**config.mk**
```make
export PLATFORM = sky130hd
export DESIGN_NAME = cmr_regs
export DESIGN_NICKNAME = d
export VERILOG_FILES = /design/src/cmr_pkg.sv /design/src/cmr_regs.sv
export VERILOG_INCLUDE_DIRS = /design/src
export SDC_FILE = /design/constraint.sdc
export NUM_CORES = 1
export LEC_CHECK = 0
export ABC_AREA = 1
export BUFFER_PORTS_ARGS = -buffer_cell sky130_fd_sc_hd__buf_2
export CAP_MARGIN = 20
export CELL_PAD_IN_SITES_DETAIL_PLACEMENT = 0
export CELL_PAD_IN_SITES_GLOBAL_PLACEMENT = 1
export CORE_ASPECT_RATIO = 0.6
export CORE_MARGIN = 3
export CORE_UTILIZATION = 43
export CTS_BUF_LIST = sky130_fd_sc_hd__clkbuf_4 sky130_fd_sc_hd__clkbuf_8
export CTS_CLUSTER_DIAMETER = 60
export DETAILED_ROUTE_END_ITERATION = 7
export GPL_ROUTABILITY_DRIVEN = 1
export PLACE_DENSITY = 0.88
export SLEW_MARGIN = 20
export SYNTH_ARGS = -nofsm -noshare
export SYNTH_HDL_FRONTEND = slang
export SYNTH_SLANG_ARGS = --single-unit
```
**constraint.sdc**
```tcl
create_clock -name sys_clk -period 6.1 [get_ports sys_clk]
set_input_delay 1.22 -clock sys_clk [delete_from_list [all_inputs] [get_ports sys_clk]]
set_output_delay 1.22 -clock sys_clk [all_outputs]
set_load 0.03 [all_outputs]
```
**src/cmr_defines.svh**
```systemverilog
// Register offsets, field positions, reset values and limits of the charger mask and converter slice
`ifndef CMR_DEFINES_SVH
`define CMR_DEFINES_SVH

`define CMR_OFS_MASK_A 8'h23
`define CMR_OFS_MASK_B 8'h24
`define CMR_OFS_FAULT_MASK 8'h25
`define CMR_OFS_CONV_CTRL 8'h26
`define CMR_OFS_CHAN_OFF 8'h27
`define CMR_OFS_IIN_HI 8'h28
`define CMR_OFS_IIN_LO 8'h29
`define CMR_OFS_IBAT_HI 8'h2A
`define CMR_OFS_IBAT_LO 8'h2B
`define CMR_OFS_VIN_HI 8'h2C
`define CMR_OFS_VIN_LO 8'h2D

`define CMR_MASK_A_RW 8'h7F
`define CMR_MASK_B_RW 8'h09
`define CMR_FAULT_MASK_RW 8'hF9
`define CMR_CONV_CTRL_RW 8'hFC
`define CMR_CONV_CTRL_RST 8'h30
`define CMR_MASK_RST 8'h00

`define CMR_BIT_ENABLE 7
`define CMR_BIT_ONESHOT 6
`define CMR_BIT_AVG 3
`define CMR_BIT_SEED 2

`define CMR_IIN_MAX 15'sh07D0
`define CMR_IIN_MIN 15'sh7830
`define CMR_IBAT_MAX 14'sh03E8
`define CMR_IBAT_MIN 14'sh38AD
`define CMR_IBAT_ABORT 14'h2000
`define CMR_VIN_MAX 13'h1388

`define CMR_IRQ_PULSE_NS 1000
`define CMR_CLK_NS 4
`define CMR_IRQ_PULSE_CYC ((`CMR_IRQ_PULSE_NS + `CMR_CLK_NS - 1) / `CMR_CLK_NS)

`endif

```
**src/cmr_pkg.sv**
```systemverilog
// Types shared by the charger mask and converter slice
package cmr_pkg;

	typedef struct packed
	{
		logic wr;
		logic rd;
		logic [7:0] addr;
		logic [7:0] wdata;
	} cmr_bus_s;

	typedef struct packed
	{
		logic valid;
		logic dirFlip;
		logic [15:0] iin;
		logic [15:0] ibat;
		logic [15:0] vin;
	} cmr_sample_s;

	typedef enum logic [1:0]
	{
		CMR_IDLE,
		CMR_CONVERT,
		CMR_DONE
	} cmr_conv_e;

endpackage

```
**src/cmr_regs.sv**
```systemverilog
// Charger interrupt masks, converter control and current and voltage result registers
//
// Function
// Bit 6 of mask A blocks the interrupt on one-shot conversion completion.
// Bit 5 of mask A blocks the interrupt on entering die thermal regulation.
// Bit 4 blocks interrupts on entering and leaving minimum system regulation.
// Bit 3 blocks current-limit entry, bit 2 voltage-limit entry interrupts.
// Bit 1 blocks charge timer expiry, bit 0 bus watchdog expiry interrupts.
// Mask fields reset to zero at power-up and register reset; reserved read zero.
// Mask B bit 3 charge state change, bit 0 input source change; others reserved.
// Fault mask bits 7, 6, 5 block input, battery and system fault interrupts.
// Fault mask bits 4, 3, 0 block boost, die shutdown, thermistor zone; 2:1 reserved.
// Converter enable bit 7, cleared by register reset and by watchdog expiry.
// Results reset to zero, then hold the latest value, even when disabled.
// Control bit 6 selects continuous conversion at zero, one-shot at one.
// Bits 5:4 set resolution 12 to 9 bits, reset code 3.
// Averaging bit 3 reports a running average instead of single values.
// Seed bit 2 starts the average from the held value or a fresh one.
// Channel-off register excludes each channel with a one in its bit.
// Input current is two's complement in bits 15:1, 2 mA a step.
// Input current result clamped to minus and plus 4000 mA.
// Battery current in bits 15:2, 4 mA steps, clamped -7500 to 4000 mA.
// Battery current result forced to zero when charge enable is written zero.
// Direction change during battery current conversion reports field code 2000h.
// One-shot completion sets the conversion-complete flag; its mask gates only the interrupt.
// Input voltage in bits 14:2, unsigned, clamped high at 1388h.
// Interrupt output is an active-low pulse, only for unmasked events.
`include "cmr_defines.svh"
`timescale 1ns/1ps
`default_nettype none

module cmr_regs
	import cmr_pkg::*;
#(
	parameter int PULSE_CYC = `CMR_IRQ_PULSE_CYC,
	parameter int CONV_CYC = 64
)
(
	// Clock and reset
	input wire logic sys_clk,
	input wire logic sys_rst,
	input wire logic clkEn,
	// Register access from the serial bus engine
	input wire cmr_bus_s bus,
	output logic [7:0] rdData,
	// Register-reset command and watchdog expiry, one-cycle pulses
	input wire logic regResetCmd,
	input wire logic watchdogExpired,
	// Charge enable write strobe and the value written
	input wire logic chargeAllowWr,
	input wire logic chargeAllow,
	// Charger events, one-cycle pulses: [6] reserved slot, [5] thermal reg entry,
	// [4] min system enter or exit, [3] current limit entry, [2] voltage limit entry,
	// [1] charge timer expiry, [0] watchdog expiry
	input wire logic [6:0] chargerEvent,
	// [3] charge state change, [0] input source change
	input wire logic [3:0] statusEvent,
	// [7] input fault, [6] battery, [5] system, [4] boost, [3] die shutdown, [0] thermistor zone
	input wire logic [7:0] faultEvent,
	// Measurement front end
	input wire cmr_sample_s sample,
	// Converter control to the front end
	output logic convEnable,
	output logic convStart,
	output logic [1:0] resolutionSel,
	output logic [7:0] chanOff,
	output logic convDoneFlag,
	// Interrupt
	output logic irq_n
);

	////////////////////////////////////////////////////////////////////////////
	// Register state

	logic [7:0] maskA_reg, maskB_reg, faultMask_reg, ctrl_reg, chanOff_reg;
	logic [15:0] iin_reg, ibat_reg, vin_reg;
	logic [15:0] iin_next, ibat_next, vin_next;
	logic [7:0] rdData_next;
	logic doneFlag_reg;
	logic [15:0] pulseCnt_reg;
	logic [15:0] convCnt_reg;
	cmr_conv_e state_reg;

	function automatic logic [15:0] avgOf(input logic [15:0] held, input logic [15:0] fresh);
		logic [16:0] s;
		s = {held[15], held} + {fresh[15], fresh};
		avgOf = s[16:1];
	endfunction

	////////////////////////////////////////////////////////////////////////////
	// Decode

	wire logic wrEn = clkEn && bus.wr;
	wire logic wrMaskA = wrEn && bus.addr == `CMR_OFS_MASK_A;
	wire logic wrMaskB = wrEn && bus.addr == `CMR_OFS_MASK_B;
	wire logic wrFault = wrEn && bus.addr == `CMR_OFS_FAULT_MASK;
	wire logic wrCtrl = wrEn && bus.addr == `CMR_OFS_CONV_CTRL;
	wire logic wrChan = wrEn && bus.addr == `CMR_OFS_CHAN_OFF;
	wire logic oneShot = ctrl_reg[`CMR_BIT_ONESHOT];
	wire logic avgOn = ctrl_reg[`CMR_BIT_AVG];
	wire logic seedFresh = ctrl_reg[`CMR_BIT_SEED];
	wire logic sampleTake = sample.valid && ctrl_reg[`CMR_BIT_ENABLE];
	wire logic oneShotDone = state_reg == CMR_DONE;
	logic firstAvg_reg;

	// Clamps per result field
	// Current comparisons stay signed; the clamped code keeps the raw bit pattern
	wire logic signed [14:0] iinRaw = sample.iin[15:1];
	wire logic [14:0] iinClamp = (iinRaw > $signed(`CMR_IIN_MAX)) ? `CMR_IIN_MAX :
		(iinRaw < $signed(`CMR_IIN_MIN)) ? `CMR_IIN_MIN : iinRaw;
	wire logic signed [13:0] ibatRaw = sample.ibat[15:2];
	wire logic [13:0] ibatClamp = (ibatRaw > $signed(`CMR_IBAT_MAX)) ? `CMR_IBAT_MAX :
		(ibatRaw < $signed(`CMR_IBAT_MIN)) ? `CMR_IBAT_MIN : ibatRaw;
	wire logic [12:0] vinClamp = (sample.vin[14:2] > `CMR_VIN_MAX) ? `CMR_VIN_MAX : sample.vin[14:2];
	wire logic [15:0] iinFresh = {iinClamp, 1'b0};
	wire logic [15:0] ibatFresh = sample.dirFlip ? {`CMR_IBAT_ABORT, 2'b00} : {ibatClamp, 2'b00};
	wire logic [15:0] vinFresh = {1'b0, vinClamp, 2'b00};
	// Fresh seed on the first sample after averaging turns on, only when the seed bit is set
	wire logic useFresh = !avgOn || (firstAvg_reg && seedFresh);

	// Running averages; the reserved low bits are dropped after the halving
	wire logic [15:0] iinAvg = avgOf(iin_reg, iinFresh);
	wire logic [15:0] ibatAvg = avgOf(ibat_reg, ibatFresh);
	wire logic [15:0] vinAvg = avgOf(vin_reg, vinFresh);

	// Disabled channels keep their held value; an aborted battery sample is never averaged
	always_comb
	begin
		iin_next = iin_reg;
		ibat_next = ibat_reg;
		vin_next = vin_reg;
		if (sampleTake && !chanOff_reg[7])
		begin
			iin_next = useFresh ? iinFresh : {iinAvg[15:1], 1'b0};
		end
		if (sampleTake && !chanOff_reg[6])
		begin
			ibat_next = (useFresh || sample.dirFlip) ? ibatFresh : {ibatAvg[15:2], 2'b00};
		end
		if (sampleTake && !chanOff_reg[5])
		begin
			vin_next = useFresh ? vinFresh : {1'b0, vinAvg[14:2], 2'b00};
		end

		// A charge-disable write beats a sample landing in the same cycle
		if (chargeAllowWr && !chargeAllow)
		begin
			ibat_next = 16'h0000;
		end
	end

	// Read mux, reserved bits zero through the stored masks
	// Result bytes are not snapshotted, so a host may see a torn pair
	assign rdData_next =
		(bus.addr == `CMR_OFS_MASK_A) ? maskA_reg :
		(bus.addr == `CMR_OFS_MASK_B) ? maskB_reg :
		(bus.addr == `CMR_OFS_FAULT_MASK) ? faultMask_reg :
		(bus.addr == `CMR_OFS_CONV_CTRL) ? ctrl_reg :
		(bus.addr == `CMR_OFS_CHAN_OFF) ? chanOff_reg :
		(bus.addr == `CMR_OFS_IIN_HI) ? iin_reg[15:8] :
		(bus.addr == `CMR_OFS_IIN_LO) ? iin_reg[7:0] :
		(bus.addr == `CMR_OFS_IBAT_HI) ? ibat_reg[15:8] :
		(bus.addr == `CMR_OFS_IBAT_LO) ? ibat_reg[7:0] :
		(bus.addr == `CMR_OFS_VIN_HI) ? vin_reg[15:8] :
		(bus.addr == `CMR_OFS_VIN_LO) ? vin_reg[7:0] : 8'h00;

	// Unmasked event detection
	wire logic [6:0] chgHit = chargerEvent & ~maskA_reg[6:0] & 7'h3F;
	wire logic doneHit = oneShotDone && !maskA_reg[6];
	wire logic [3:0] statHit = statusEvent & ~maskB_reg[3:0] & 4'h9;
	wire logic [7:0] faultHit = faultEvent & ~faultMask_reg & 8'hF9;
	wire logic anyHit = doneHit || (|chgHit) || (|statHit) || (|faultHit);

	////////////////////////////////////////////////////////////////////////////
	// Mask and control registers

	always_ff @(posedge sys_clk)
	begin
		if (sys_rst || (clkEn && regResetCmd))
		begin
			maskA_reg <= `CMR_MASK_RST;
			maskB_reg <= `CMR_MASK_RST;
			faultMask_reg <= `CMR_MASK_RST;
			ctrl_reg <= `CMR_CONV_CTRL_RST;
			chanOff_reg <= `CMR_MASK_RST;
		end
		else if (clkEn)
		begin
			if (wrMaskA)
			begin
				maskA_reg <= bus.wdata & `CMR_MASK_A_RW;
			end
			if (wrMaskB)
			begin
				maskB_reg <= bus.wdata & `CMR_MASK_B_RW;
			end
			if (wrFault)
			begin
				faultMask_reg <= bus.wdata & `CMR_FAULT_MASK_RW;
			end
			if (wrChan)
			begin
				chanOff_reg <= bus.wdata;
			end
			if (wrCtrl)
			begin
				ctrl_reg <= bus.wdata & `CMR_CONV_CTRL_RW;
			end

			// Last, so expiry beats a control write in the same cycle
			if (watchdogExpired)
			begin
				ctrl_reg[`CMR_BIT_ENABLE] <= 1'b0;
			end
		end
	end

	////////////////////////////////////////////////////////////////////////////
	// Results: power-up reset clears them, never the register-reset command

	always_ff @(posedge sys_clk)
	begin
		if (sys_rst)
		begin
			iin_reg <= 16'h0000;
			ibat_reg <= 16'h0000;
			vin_reg <= 16'h0000;
			firstAvg_reg <= 1'b1;
		end
		else if (clkEn)
		begin
			iin_reg <= iin_next;
			ibat_reg <= ibat_next;
			vin_reg <= vin_next;

			// Turning averaging off re-arms the fresh seed
			if (!avgOn)
			begin
				firstAvg_reg <= 1'b1;
			end
			else if (sampleTake)
			begin
				firstAvg_reg <= 1'b0;
			end
		end
	end

	////////////////////////////////////////////////////////////////////////////
	// One-shot sequencer; continuous mode just keeps the front end enabled

	always_ff @(posedge sys_clk)
	begin
		if (sys_rst)
		begin
			state_reg <= CMR_IDLE;
			convCnt_reg <= 16'h0000;
			doneFlag_reg <= 1'b0;
		end
		else if (clkEn)
		begin
			unique case (state_reg)
				CMR_IDLE:
					if (ctrl_reg[`CMR_BIT_ENABLE] && oneShot)
					begin
						state_reg <= CMR_CONVERT;
						convCnt_reg <= 16'h0000;
					end
				// Dropping enable mid-pass abandons it with no done event
				CMR_CONVERT:
					if (!ctrl_reg[`CMR_BIT_ENABLE])
					begin
						state_reg <= CMR_IDLE;
					end
					else if (convCnt_reg == 16'(CONV_CYC - 1))
					begin
						state_reg <= CMR_DONE;
					end
					else
					begin
						convCnt_reg <= convCnt_reg + 16'h0001;
					end
				CMR_DONE:
					state_reg <= CMR_IDLE;
			endcase

			// Writing enable high clears the flag; a same-cycle done still sets it
			if (wrCtrl && bus.wdata[`CMR_BIT_ENABLE])
			begin
				doneFlag_reg <= 1'b0;
			end
			if (oneShotDone)
			begin
				doneFlag_reg <= 1'b1;
			end
		end
	end

	////////////////////////////////////////////////////////////////////////////
	// Outputs and interrupt pulse

	always_ff @(posedge sys_clk)
	begin
		if (sys_rst)
		begin
			pulseCnt_reg <= 16'h0000;
			irq_n <= 1'b1;
			rdData <= 8'h00;
			convEnable <= 1'b0;
			convStart <= 1'b0;
			resolutionSel <= 2'h3;
			chanOff <= 8'h00;
			convDoneFlag <= 1'b0;
		end
		else if (clkEn)
		begin
			// New event during a pulse restarts the width rather than being lost
			if (anyHit)
			begin
				pulseCnt_reg <= 16'(PULSE_CYC);
			end
			else if (pulseCnt_reg != 16'h0000)
			begin
				pulseCnt_reg <= pulseCnt_reg - 16'h0001;
			end
			irq_n <= !(anyHit || pulseCnt_reg > 16'h0001);

			// Read data holds between strobes
			if (bus.rd)
			begin
				rdData <= rdData_next;
			end

			// Control copies lag the register by one cycle
			convEnable <= ctrl_reg[`CMR_BIT_ENABLE] && (!oneShot || state_reg == CMR_CONVERT);
			convStart <= ctrl_reg[`CMR_BIT_ENABLE] && oneShot && state_reg == CMR_IDLE;
			resolutionSel <= ctrl_reg[5:4];
			chanOff <= chanOff_reg;
			convDoneFlag <= doneFlag_reg;
		end
	end

endmodule

`default_nettype wire

```
[After elaboration in Yosys (flattened, before gate mapping)]
Index checks and enable logic that the tools add are counted.
W data, S select, Z words.
Storage, ports and cells
  register bits: 134
  input port bits: 94
  output and inout port bits: 22
  logic and storage cells: 154
Operators by class
  add/sub/neg operators: 5
  $lt $le $gt $ge: 6
  equal/unequal tests: 19
  muxes and demuxes: 38
  bitwise logic cells: 6
  reductions and logical operators: 59
Operators by type and width (number)
  $mux W16: 10
  $mux W8: 12
  $eq A8 B6 Y1 const B: 11
  $mux W15: 3
  $add A16 B16 Y17: 2
  $pmux W16 S2: 1
  $mux W14: 2
  $reduce_and A2 Y1: 13
  $logic_and A1 B1 Y1: 18
  $add A15 B15 Y16: 1
  $add A16 B1 Y16 const B: 1
  $eq A16 B6 Y1 const B: 1
  $gt A16 B1 Y1 const B: 1
  $reduce_bool A16 Y1: 1
  $sub A16 B1 Y16 const B: 1
  $gt A15 B12 Y1 const B: 1
  $lt A15 B12 Y1 const B: 1
  $gt A14 B11 Y1 const B: 1
  $lt A14 B12 Y1 const B: 1
  $gt A13 B13 Y1 const B: 1
  $mux W13: 1
  $reduce_or A6 Y1: 2
  $reduce_bool A2 Y1: 5
  $and A8 B8 Y8: 1
  19 further kinds: 41

[Longest topological paths before layout]
Gate-level depths: netlist of the first run.
  depth after elaboration: 12
  depth in mapped cells: 24
  gate-level depth less buffers: 23

[Least setup slack after synthesis of the first run]
OpenSTA, ideal clock, no wires.
  path kind: input to register
  start point: input sample[47] (netlist name)
  end point: register iin_reg[14]
  setup time: 0.132 ns
  data arrival time: 4.060 ns
  required time: 5.968 ns
  slack: 1.908 ns
  stages: 20
  path buffers: 1
  cells stage by stage: inv_1 > nor4_1 > o21ai_0 > ha_1 > clkbuf_1 > nor3_1 > inv_1 > fa_1 > nor2_1 > a211oi_1 > o21ai_0 > a21boi_0 > o21ai_0 > nand2_1 > nand2_1 > a21oi_1 > nand2_1 > nand3_1 > nand2_1 > a21oi_1
On the way
  cells in the longest elaborated chain, start to end: 5
  elaborated cells between the ends (all ways): 6
  classes of those cells: add/sub (1); order compare (2); mux (3)
Ends and longest elaborated chain
  from (decl): line cmr_regs.sv:61  | input wire cmr_sample_s sample,
  $lt A15 B12 Y1: line cmr_regs.sv:110  | (iinRaw < $signed(`CMR_IIN_MIN)) ? `CMR_IIN_MIN : iinRaw;
  $mux W15: line cmr_regs.sv:110
  $mux W15 *: line cmr_regs.sv:109  | wire logic [14:0] iinClamp = (iinRaw > $signed(`CMR_IIN_MAX)) ? `CMR_IIN_MAX :
  $add A16 B16 Y17: line cmr_regs.sv:86  | s = {held[15], held} + {fresh[15], fresh};
  $mux W16 *: line cmr_regs.sv:134  | iin_next = useFresh ? iinFresh : {iinAvg[15:1], 1'b0};
  to (signal assigned): line cmr_regs.sv:232  | iin_reg <= iin_next;
  to (decl): line cmr_regs.sv:76  | logic [15:0] iin_reg, ibat_reg, vin_reg;
Mark *: on every way between the ends. The rest lies on a longest branch, timed or not.
A chain may end at the register's enable or synchronous reset.

[Final worst setup path of the first run]
Same ends and word-level chain as after synthesis.

==> out/metrics.json, run 1 <==
{
  "layout": {
    "filler_cell_count": 2082,
    "finalCoreUtilization": 0.500,
    "multiInputGateArea_um2": 5460,
    "n_antenna_cell": 0,
    "nets": 1615,
    "regArea_um2": 2580,
    "instances_no_fill": 1762,
    "synthToLayoutAreaGrowth_pct": 13.2,
    "final_layout_size_suffix_gt1_frac": 0.138
  },
  "clocking": {
    "cts_sinks": 129,
    "clk_pin_slew_ps": 70,
    "cts_max_level": 4,
    "post_cts_resized": 0,
    "cts.path.max_buffers": 2,
    "cts.root.buffer_cell": "sky130_fd_sc_hd__clkbuf_8",
    "clk_latency_ps": 460,
    "cts_setup_buffers": 0,
    "cts_hold_buf": 0,
    "tritoncts.num_buffers": 17,
    "cts_tree": "built"
  },
  "global_route": {
    "vias_in_the_first_global_route": 8052,
    "grt_start_max_net_pins": 52,
    "grt_util_all_layers": 0.243,
    "grt_overflow": 0,
    "globalRouteMet1Util": 0.402,
    "met3_capacity_usage_during_global_routing": 0.0693,
    "grtUsageMet2": 0.301,
    "gr-max-usage-layer": "met1",
    "antenna_found_initial": 0,
    "global_route_wire_length_before_repair_um": 43500
  },
  "drt": {
    "detail_route_antenna_nets": 0,
    "drt-vias-per-instance": 5.27,
    "detail_route.wirelength_um": 27700,
    "routedWlPerCell_um": 15.7,
    "detail_route.first_pass.iterations": 6,
    "via_count": 9293,
    "initial_drt_markers": 920,
    "route.detailed.drc": 0
  },
  "setup_path": {
    "crit_path_start_kind": "input port",
    "path_class": "input port to register",
    "cp_data_arrival_time_ps": 4660,
    "worst_reg2reg_path_startpoint": "iin_reg[1]",
    "worst_setup_path_end_kind": "register",
    "timing.critical_path.required_ps": 6410,
    "crit_path_max_incr_delay_ps": 400,
    "worstPathCellList": "buf_2 > inv_1 > nor4_1 > o21ai_0 > ha_1 > nor3_1 > ha_1 > nand2_1 > nor2_1 > a211oi_1 > o21ai_0 > a21boi_0 > o21ai_0 > nand2_1 > nand2_1 > a21oi_1 > inv_1 > nand2_1 > nand3_1 > nand2_1 > a21oi_1",
    "crit_path_max_fo": 10,
    "setup.reg_to_reg.worst_slack_ps": 3390,
    "worstReg2RegEnd": "iin_reg[14]",
    "timing.critical_path.buf_inv": 3,
    "cell_at_the_slowest_stage_of_the_critical_path": "sky130_fd_sc_hd__ha_1",
    "worst_r2r_path_depth": 16,
    "worst_path_most_repeated_cell": "sky130_fd_sc_hd__nand2_1",
    "gate_family_responsible_for_the_most_delay_along_the_worst_path": "compound AO/OA/AOI/OAI gates"
  },
  "placement": {
    "place.gp.congestion": 0.995,
    "port_buffers": 104,
    "dpl.cell_count": 1731,
    "place.detailed.hpwl_um": 21500
  },
  "yosys": {
    "mappedNetlistNets": 1519,
    "post_synth.cell_area_avg_um2": 6.46,
    "synth.lib_cells_used.distinct": 57,
    "count_of_mapped_cells_out_of_synthesis": 1381,
    "synth-edff-count": 0,
    "asyncSetResetFlopFracSynth": 0,
    "synth.cell_area_um2": 8910,
    "ys_seq_area_frac": 0.290,
    "postSynth.topFlopCell": "sky130_fd_sc_hd__dfxtp_1",
    "synth_seq_cells": 129,
    "yosys_warnings": 0
  },
  "floorplanning": {
    "die_x_um": 192,
    "floorplan.core_area_um2": 20200,
    "floorplan.initialDensity": 0.442,
    "std_cell_rows": 40,
    "die_footprint_um2": 22600,
    "die_h_um": 118,
    "pin_count": 116
  },
  "min_path": {
    "worst_hold_path_type": "register to register",
    "hold_endpoint": "firstAvg_reg",
    "timing.hold.worst_path_depth": 1,
    "min-delay-start": "ctrl_reg[3]"
  },
  "run": {
    "max_cap_violations": 0
  },
  "timing": {
    "timing.final.setup_violations": 0,
    "layout_min_cycle_time_ps": 4350,
    "timing.final.hold_violations": 0,
    "finalClockSkew_ps": 12.1,
    "timing.fmax_mhz": 230,
    "timing.final.max_slew_violations": 0,
    "worst_pin_slew_ps": 996,
    "unrepaired_setup_endpoints_after_global_routing": "false",
    "setup_tns_ps": 0,
    "layout_worst_path_cycle_share": 0.713,
    "max_slew_margin": 0.331
  },
  "outcome": {
    "outcome": "complete, no violations"
  },
  "power": {
    "pwr_density_cell_nw_per_um2": 187,
    "power_leakage_uw": 0.00441,
    "ir_drop_mv": 0.135
  }
}
## worst max-delay path by stage
stage,cells past startpoint,slack [ps],to,from
6_report,21,1750,iin_reg[14],sample[47]
3_3_place_gp,21,1340,iin_reg[14],sample[47]
5_1_grt,21,1390,iin_reg[14],sample[47]
4_1_cts,21,1760,iin_reg[14],sample[47]
3_5_place_dp,21,1280,iin_reg[14],sample[47]
2_1_floorplan,20,1910,iin_reg[14],sample[47]
## cells in the final DEF, fill, tap and decap left out, types with 8 or more instances in the layout
master and n:
sky130_fd_sc_hd__inv_1 181, sky130_fd_sc_hd__nand2_1 278, sky130_fd_sc_hd__nor3_1 33, sky130_fd_sc_hd__nand4_1 18, sky130_fd_sc_hd__nand3_1 62, sky130_fd_sc_hd__o21ai_0 118, sky130_fd_sc_hd__nor2_1 149, sky130_fd_sc_hd__buf_4 8
sky130_fd_sc_hd__o211ai_1 9, sky130_fd_sc_hd__a211oi_1 10, sky130_fd_sc_hd__ha_1 41, sky130_fd_sc_hd__a21oi_1 163, sky130_fd_sc_hd__a31oi_1 15, sky130_fd_sc_hd__o21ai_1 8, sky130_fd_sc_hd__nor4_1 8, sky130_fd_sc_hd__xor2_1 12
sky130_fd_sc_hd__buf_2 104, sky130_fd_sc_hd__nand2_2 11, sky130_fd_sc_hd__inv_2 9, sky130_fd_sc_hd__dfxtp_1 129, sky130_fd_sc_hd__clkbuf_8 17
## logic make-up after synthesis
| family | after synthesis | synth area share |
|---|---|---|
| AND/OR/NAND/NOR | 599 | 0.304 |
| AO/OA/AOI/OAI | 365 | 0.228 |
| flip-flops | 129 | 0.290 |
| buffers and inverters | 228 | 0.0985 |
| XOR/XNOR | 16 | 0.0157 |
| adder cells (fa/ha/maj) | 44 | 0.0643 |
## area by class of cell
type / instances / share of cell area
clock buffers: 21 / 0.0262
clock inverters: 10 / 0.0135
well taps: 273 / 0.0339
repair buffers: 112 / 0.0576
flip-flops and latches: 129 / 0.256
multi-input cells: 1024 / 0.541
inverters: 193 / 0.0718
## Yosys cell counts (all sizes together) (5+ instances only)
cell type  count  area (um2)
nor3          35         185
nand4         21         150
dfxtp        129        2580
o21ai        126         631
clkbuf        30         113
ha            41         513
a21boi         5        52.6
nor2         158         631
a21oi        168         856
o211ai         9        67.6
a211oi        10        75.1
or2            5        31.3
xor2          12         105
inv          190         713
nor4           9        62.6
nand3         70         413
o2111ai        7        61.3
nand2        296        1200
a31oi         15        93.8
buf            5        41.3
## where the power goes
| part | internal, uW | total [uW] | switching, uW |
|---|---|---|---|
| clock network | 418 | 772 | 353 |
| registers | 853 | 860 | 6.96 |
| logic | 80.4 | 256 | 175 |
| total | 1350 | 1890 | 535 |
## per-layer routing
metal / wire, um / share of wire
met1: 14800 / 0.54
met2: 9820 / 0.36
met3: 2810 / 0.10
met4: 201 / 0.0073
met5: 0 / 0
## stage by stage
step	hold WS (ps)	setup slack (ps)	instance area [um2]	total power (uW)
global placement	436	1340	9690	1130
detailed placement	442	1280	9690	1130
global route	490	1390	10100	1970
finish	450	1750	10100	1890
CTS	453	1760	10100	1900
floorplan	427	1910	8910	1050
No activity file was read; power rests on OpenSTA's default activity.
==> run 2, diff against run 1 <==
CORE_UTILIZATION = 38   (was 43)
PLACE_DENSITY = 0.82   (was 0.88)
clock period = 3.5 ns   (was 6.1 ns; I/O delays follow)
==> run 2 against run 1 <==
  * Clock skew increased by 4.8 ps
  * Die area increased by 13%
  * Global-route usage shrank 1.7 points
  * Sequential power up 74%
  * Via count increased by 4.9%
  * Hold slack improved by 4.4 ps
  * Register-to-register slack got worse by 2500 ps
  * Wire length is 5.8% higher
  * Largest power group unchanged
  * Highest routed layer unchanged
==> out/metrics.json, run 2 (synthesis gave the netlist of run 1 again) <==
{
  "min_path": {
    "worst_hold_path_type": "register to register"
  },
  "power": {
    "ir_drop": {"value": 0.193, "unit": "mV", "change": "+44%"},
    "power_leakage": {"value": 0.00485, "unit": "uW", "change": "+9.8%"},
    "pwr_density_cell": {"value": 302, "unit": "nW/um2", "change": "+62%"}
  },
  "timing": {
    "layout_worst_path_cycle_share": 0.941,
    "worst_pin_slew": {"value": 669, "unit": "ps", "change": "-327 ps"},
    "layout_min_cycle_time_ps": 3290,
    "timing.fmax_mhz": 304,
    "finalClockSkew": {"value": 16.8, "unit": "ps", "change": "+4.77 ps"},
    "fin_worst_hold_slack": {"value": 455, "unit": "ps", "change": "+4.45 ps"},
    "timing.final.hold_violations": {"value": 0, "change": "unchanged"},
    "max_slew_margin": {"value": 0.551, "change": "+0.220"},
    "timing.final.max_slew_violations": {"value": 0, "change": "unchanged"},
    "timing.final.setup_violations": {"value": 0, "change": "unchanged"},
    "timing.final.ws_setup": {"value": 207, "unit": "ps", "change": "-1540 ps"}
  },
  "clocking": {
    "cts_sinks": {"value": 129, "change": "unchanged"},
    "tritoncts.num_buffers": {"value": 17, "change": "unchanged"},
    "cts_setup_buffers": {"value": 0, "change": "unchanged"},
    "cts_max_level": {"value": 4, "change": "unchanged"},
    "cts.root.buffer_cell": "sky130_fd_sc_hd__clkbuf_8",
    "cts.path.max_buffers": {"value": 2, "change": "unchanged"},
    "clk_latency": {"value": 450, "unit": "ps", "change": "about the same"},
    "clk_pin_slew": {"value": 80, "unit": "ps", "change": "about the same"},
    "cts_tree": "built"
  },
  "global_route": {
    "vias_in_the_first_global_route": {"value": 8592, "change": "+6.7%"},
    "grt_overflow": {"value": 0, "change": "unchanged"},
    "grtUsageMet2": {"value": 0.283, "change": "-0.0172"},
    "globalRouteMet1Util": {"value": 0.387, "change": "-0.0148"},
    "global_route_wire_length_before_repair": {"value": 46300, "unit": "um", "change": "+6.5%"},
    "grt_util_all_layers": {"value": 0.226, "change": "-0.0165"},
    "met3_capacity_usage_during_global_routing": {"value": 0.0410, "change": "-0.0283"},
    "grt_start_max_net_pins": {"value": 34, "change": "-35%"},
    "antenna_found_initial": {"value": 0, "change": "unchanged"},
    "gr-max-usage-layer": "met1"
  },
  "placement": {
    "place.gp.congestion": {"value": 0.921, "change": "-7.5%"},
    "minimum_setup_slack_after_placement": {"value": -399, "unit": "ps", "change": "-1680 ps"},
    "place.detailed.hpwl": {"value": 23000, "unit": "um", "change": "+7.1%"},
    "port_buffers": {"value": 104, "change": "unchanged"},
    "dpl.cell_count": {"value": 1857, "change": "+7.3%"},
    "placed_cell_area": {"value": 10400, "unit": "um2", "change": "+7.6%"}
  },
  "layout": {
    "instances_no_fill": {"value": 1888, "change": "+7.2%"},
    "filler_cell_count": {"value": 2338, "change": "+12%"},
    "layout.cell_area.non_filler": {"value": 10800, "unit": "um2", "change": "+7.3%"},
    "layout.cells.most_common_list": "sky130_fd_sc_hd__nand2_1 (278), sky130_fd_sc_hd__inv_1 (181), sky130_fd_sc_hd__a21oi_1 (163), sky130_fd_sc_hd__nor2_1 (149), sky130_fd_sc_hd__dfxtp_1 (129)",
    "nets": {"value": 1706, "change": "+5.6%"},
    "finalCoreUtilization": {"value": 0.480, "change": "-0.0202"},
    "synthToLayoutAreaGrowth_pct": 21.4,
    "layout.cells.most_common": "sky130_fd_sc_hd__nand2_1",
    "n_antenna_cell": {"value": 0, "change": "unchanged"},
    "regArea": {"value": 2580, "unit": "um2", "change": "unchanged"},
    "multiInputGateArea": {"value": 5500, "unit": "um2", "change": "+0.76%"},
    "final_layout_size_suffix_gt1_frac": {"value": 0.194, "change": "+0.0553"}
  },
  "setup_path": {
    "timing.critical_path.required": {"value": 3860, "unit": "ps", "change": "-2550 ps"},
    "cp_data_arrival_time": {"value": 3650, "unit": "ps", "change": "-1010 ps"},
    "path_class": "input port to register",
    "worst_setup_path_end_kind": "register",
    "setup.reg_to_reg.worst_slack": {"value": 940, "unit": "ps", "change": "-2450 ps"},
    "crit_path_start_kind": "input port",
    "crit_path_max_fo": {"value": 8, "change": "-2"}
  },
  "drt": {
    "initial_drt_markers": {"value": 903, "change": "-1.8%"},
    "via_count": {"value": 9748, "change": "+4.9%"},
    "detail_route_antenna_nets": {"value": 0, "change": "unchanged"},
    "routedWlPerCell": {"value": 15.5, "unit": "um", "change": "-1.3%"},
    "route.detailed.drc": {"value": 0, "change": "unchanged"},
    "detail_route.first_pass.iterations": {"value": 5, "change": "-1"},
    "drt-vias-per-instance": {"value": 5.16, "change": "-2.1%"},
    "detail_route.wirelength": {"value": 29300, "unit": "um", "change": "+5.8%"}
  },
  "floorplanning": {
    "die_x": {"value": 204, "unit": "um", "change": "+6.2%"},
    "die_h": {"value": 125, "unit": "um", "change": "+6.0%"},
    "pin_count": {"value": 116, "change": "unchanged"},
    "floorplan.initialDensity": {"value": 0.395, "change": "-0.0466"},
    "die_footprint": {"value": 25400, "unit": "um2", "change": "+13%"},
    "std_cell_rows": {"value": 42, "change": "+5.0%"},
    "floorplan.core_area": {"value": 22500, "unit": "um2", "change": "+12%"}
  },
  "run": {
    "max_cap_violations": {"value": 0, "change": "unchanged"}
  },
  "outcome": {
    "outcome": "complete, no violations"
  }
}
[run 2: per-stage QoR]
step,total power (uW),setup TNS (ps)
4_1_cts,3290,0
6_report,3270,0
3_3_place_gp,2040,-722
5_1_grt,3420,-48.2
2_1_floorplan,1820,0
3_5_place_dp,2040,-1440
[run 2: report_power, final]
part | total [uW] | switching (uW) | internal [uW]
clock | 1250 | 664 | 586
sequential | 1500 | 12.8 | 1490
combinational | 523 | 324 | 198
[run 2: final timing paths]
kind                     start               end  cells past startpoint
setup reg to reg  state_reg[0]  pulseCnt_reg[15]                     14
hold reg to reg    ctrl_reg[3]      firstAvg_reg                      1
hold / removal     ctrl_reg[3]      firstAvg_reg                      1
setup / recovery    sample[47]       iin_reg[14]                     22
[run 2: repair_timing]
action	in CTS	in global routing
gates resized for setup	0	9
endpoints found under the setup margin	0	4
endpoints found under the hold margin	0	0
hold buffers	0	0
[run 2: worst max-delay path, cell delays in order]
cell and delay (ps):
sky130_fd_sc_hd__buf_2 70, sky130_fd_sc_hd__inv_1 50, sky130_fd_sc_hd__nor4_2 280, sky130_fd_sc_hd__o21ai_1 120, sky130_fd_sc_hd__ha_2 360, sky130_fd_sc_hd__buf_4 160, sky130_fd_sc_hd__nor3_2 160, sky130_fd_sc_hd__inv_1 80
sky130_fd_sc_hd__fa_1 430, sky130_fd_sc_hd__nor2_1 140, sky130_fd_sc_hd__a211oi_2 70, sky130_fd_sc_hd__o21ai_2 190, sky130_fd_sc_hd__a21boi_2 90, sky130_fd_sc_hd__o21ai_1 160, sky130_fd_sc_hd__nand2_1 70, sky130_fd_sc_hd__nand2_1 80
sky130_fd_sc_hd__a21oi_1 80, sky130_fd_sc_hd__inv_1 50, sky130_fd_sc_hd__nand2_1 40, sky130_fd_sc_hd__nand3_1 70, sky130_fd_sc_hd__nand2_1 50, sky130_fd_sc_hd__a21oi_1 120
[run 2: layout make-up]
type                       count  area share
tap                          308      0.0356
multi-input combinational   1024       0.508
sequential                   129       0.239
timing repair buffer         203       0.117
inverter                     193      0.0670
clock inverter                12      0.0101
clock buffer                  19      0.0236
[run 2: layer usage]
layer / wire length (um) / vias to the layer above / part of all wire
met5: 0 / - / 0
met4: 183 / 0 / 0.0063
met3: 2670 / 16 / 0.091
met2: 10400 / 366 / 0.36
met1: 16000 / 4366 / 0.55
li1: - / 5000 / -
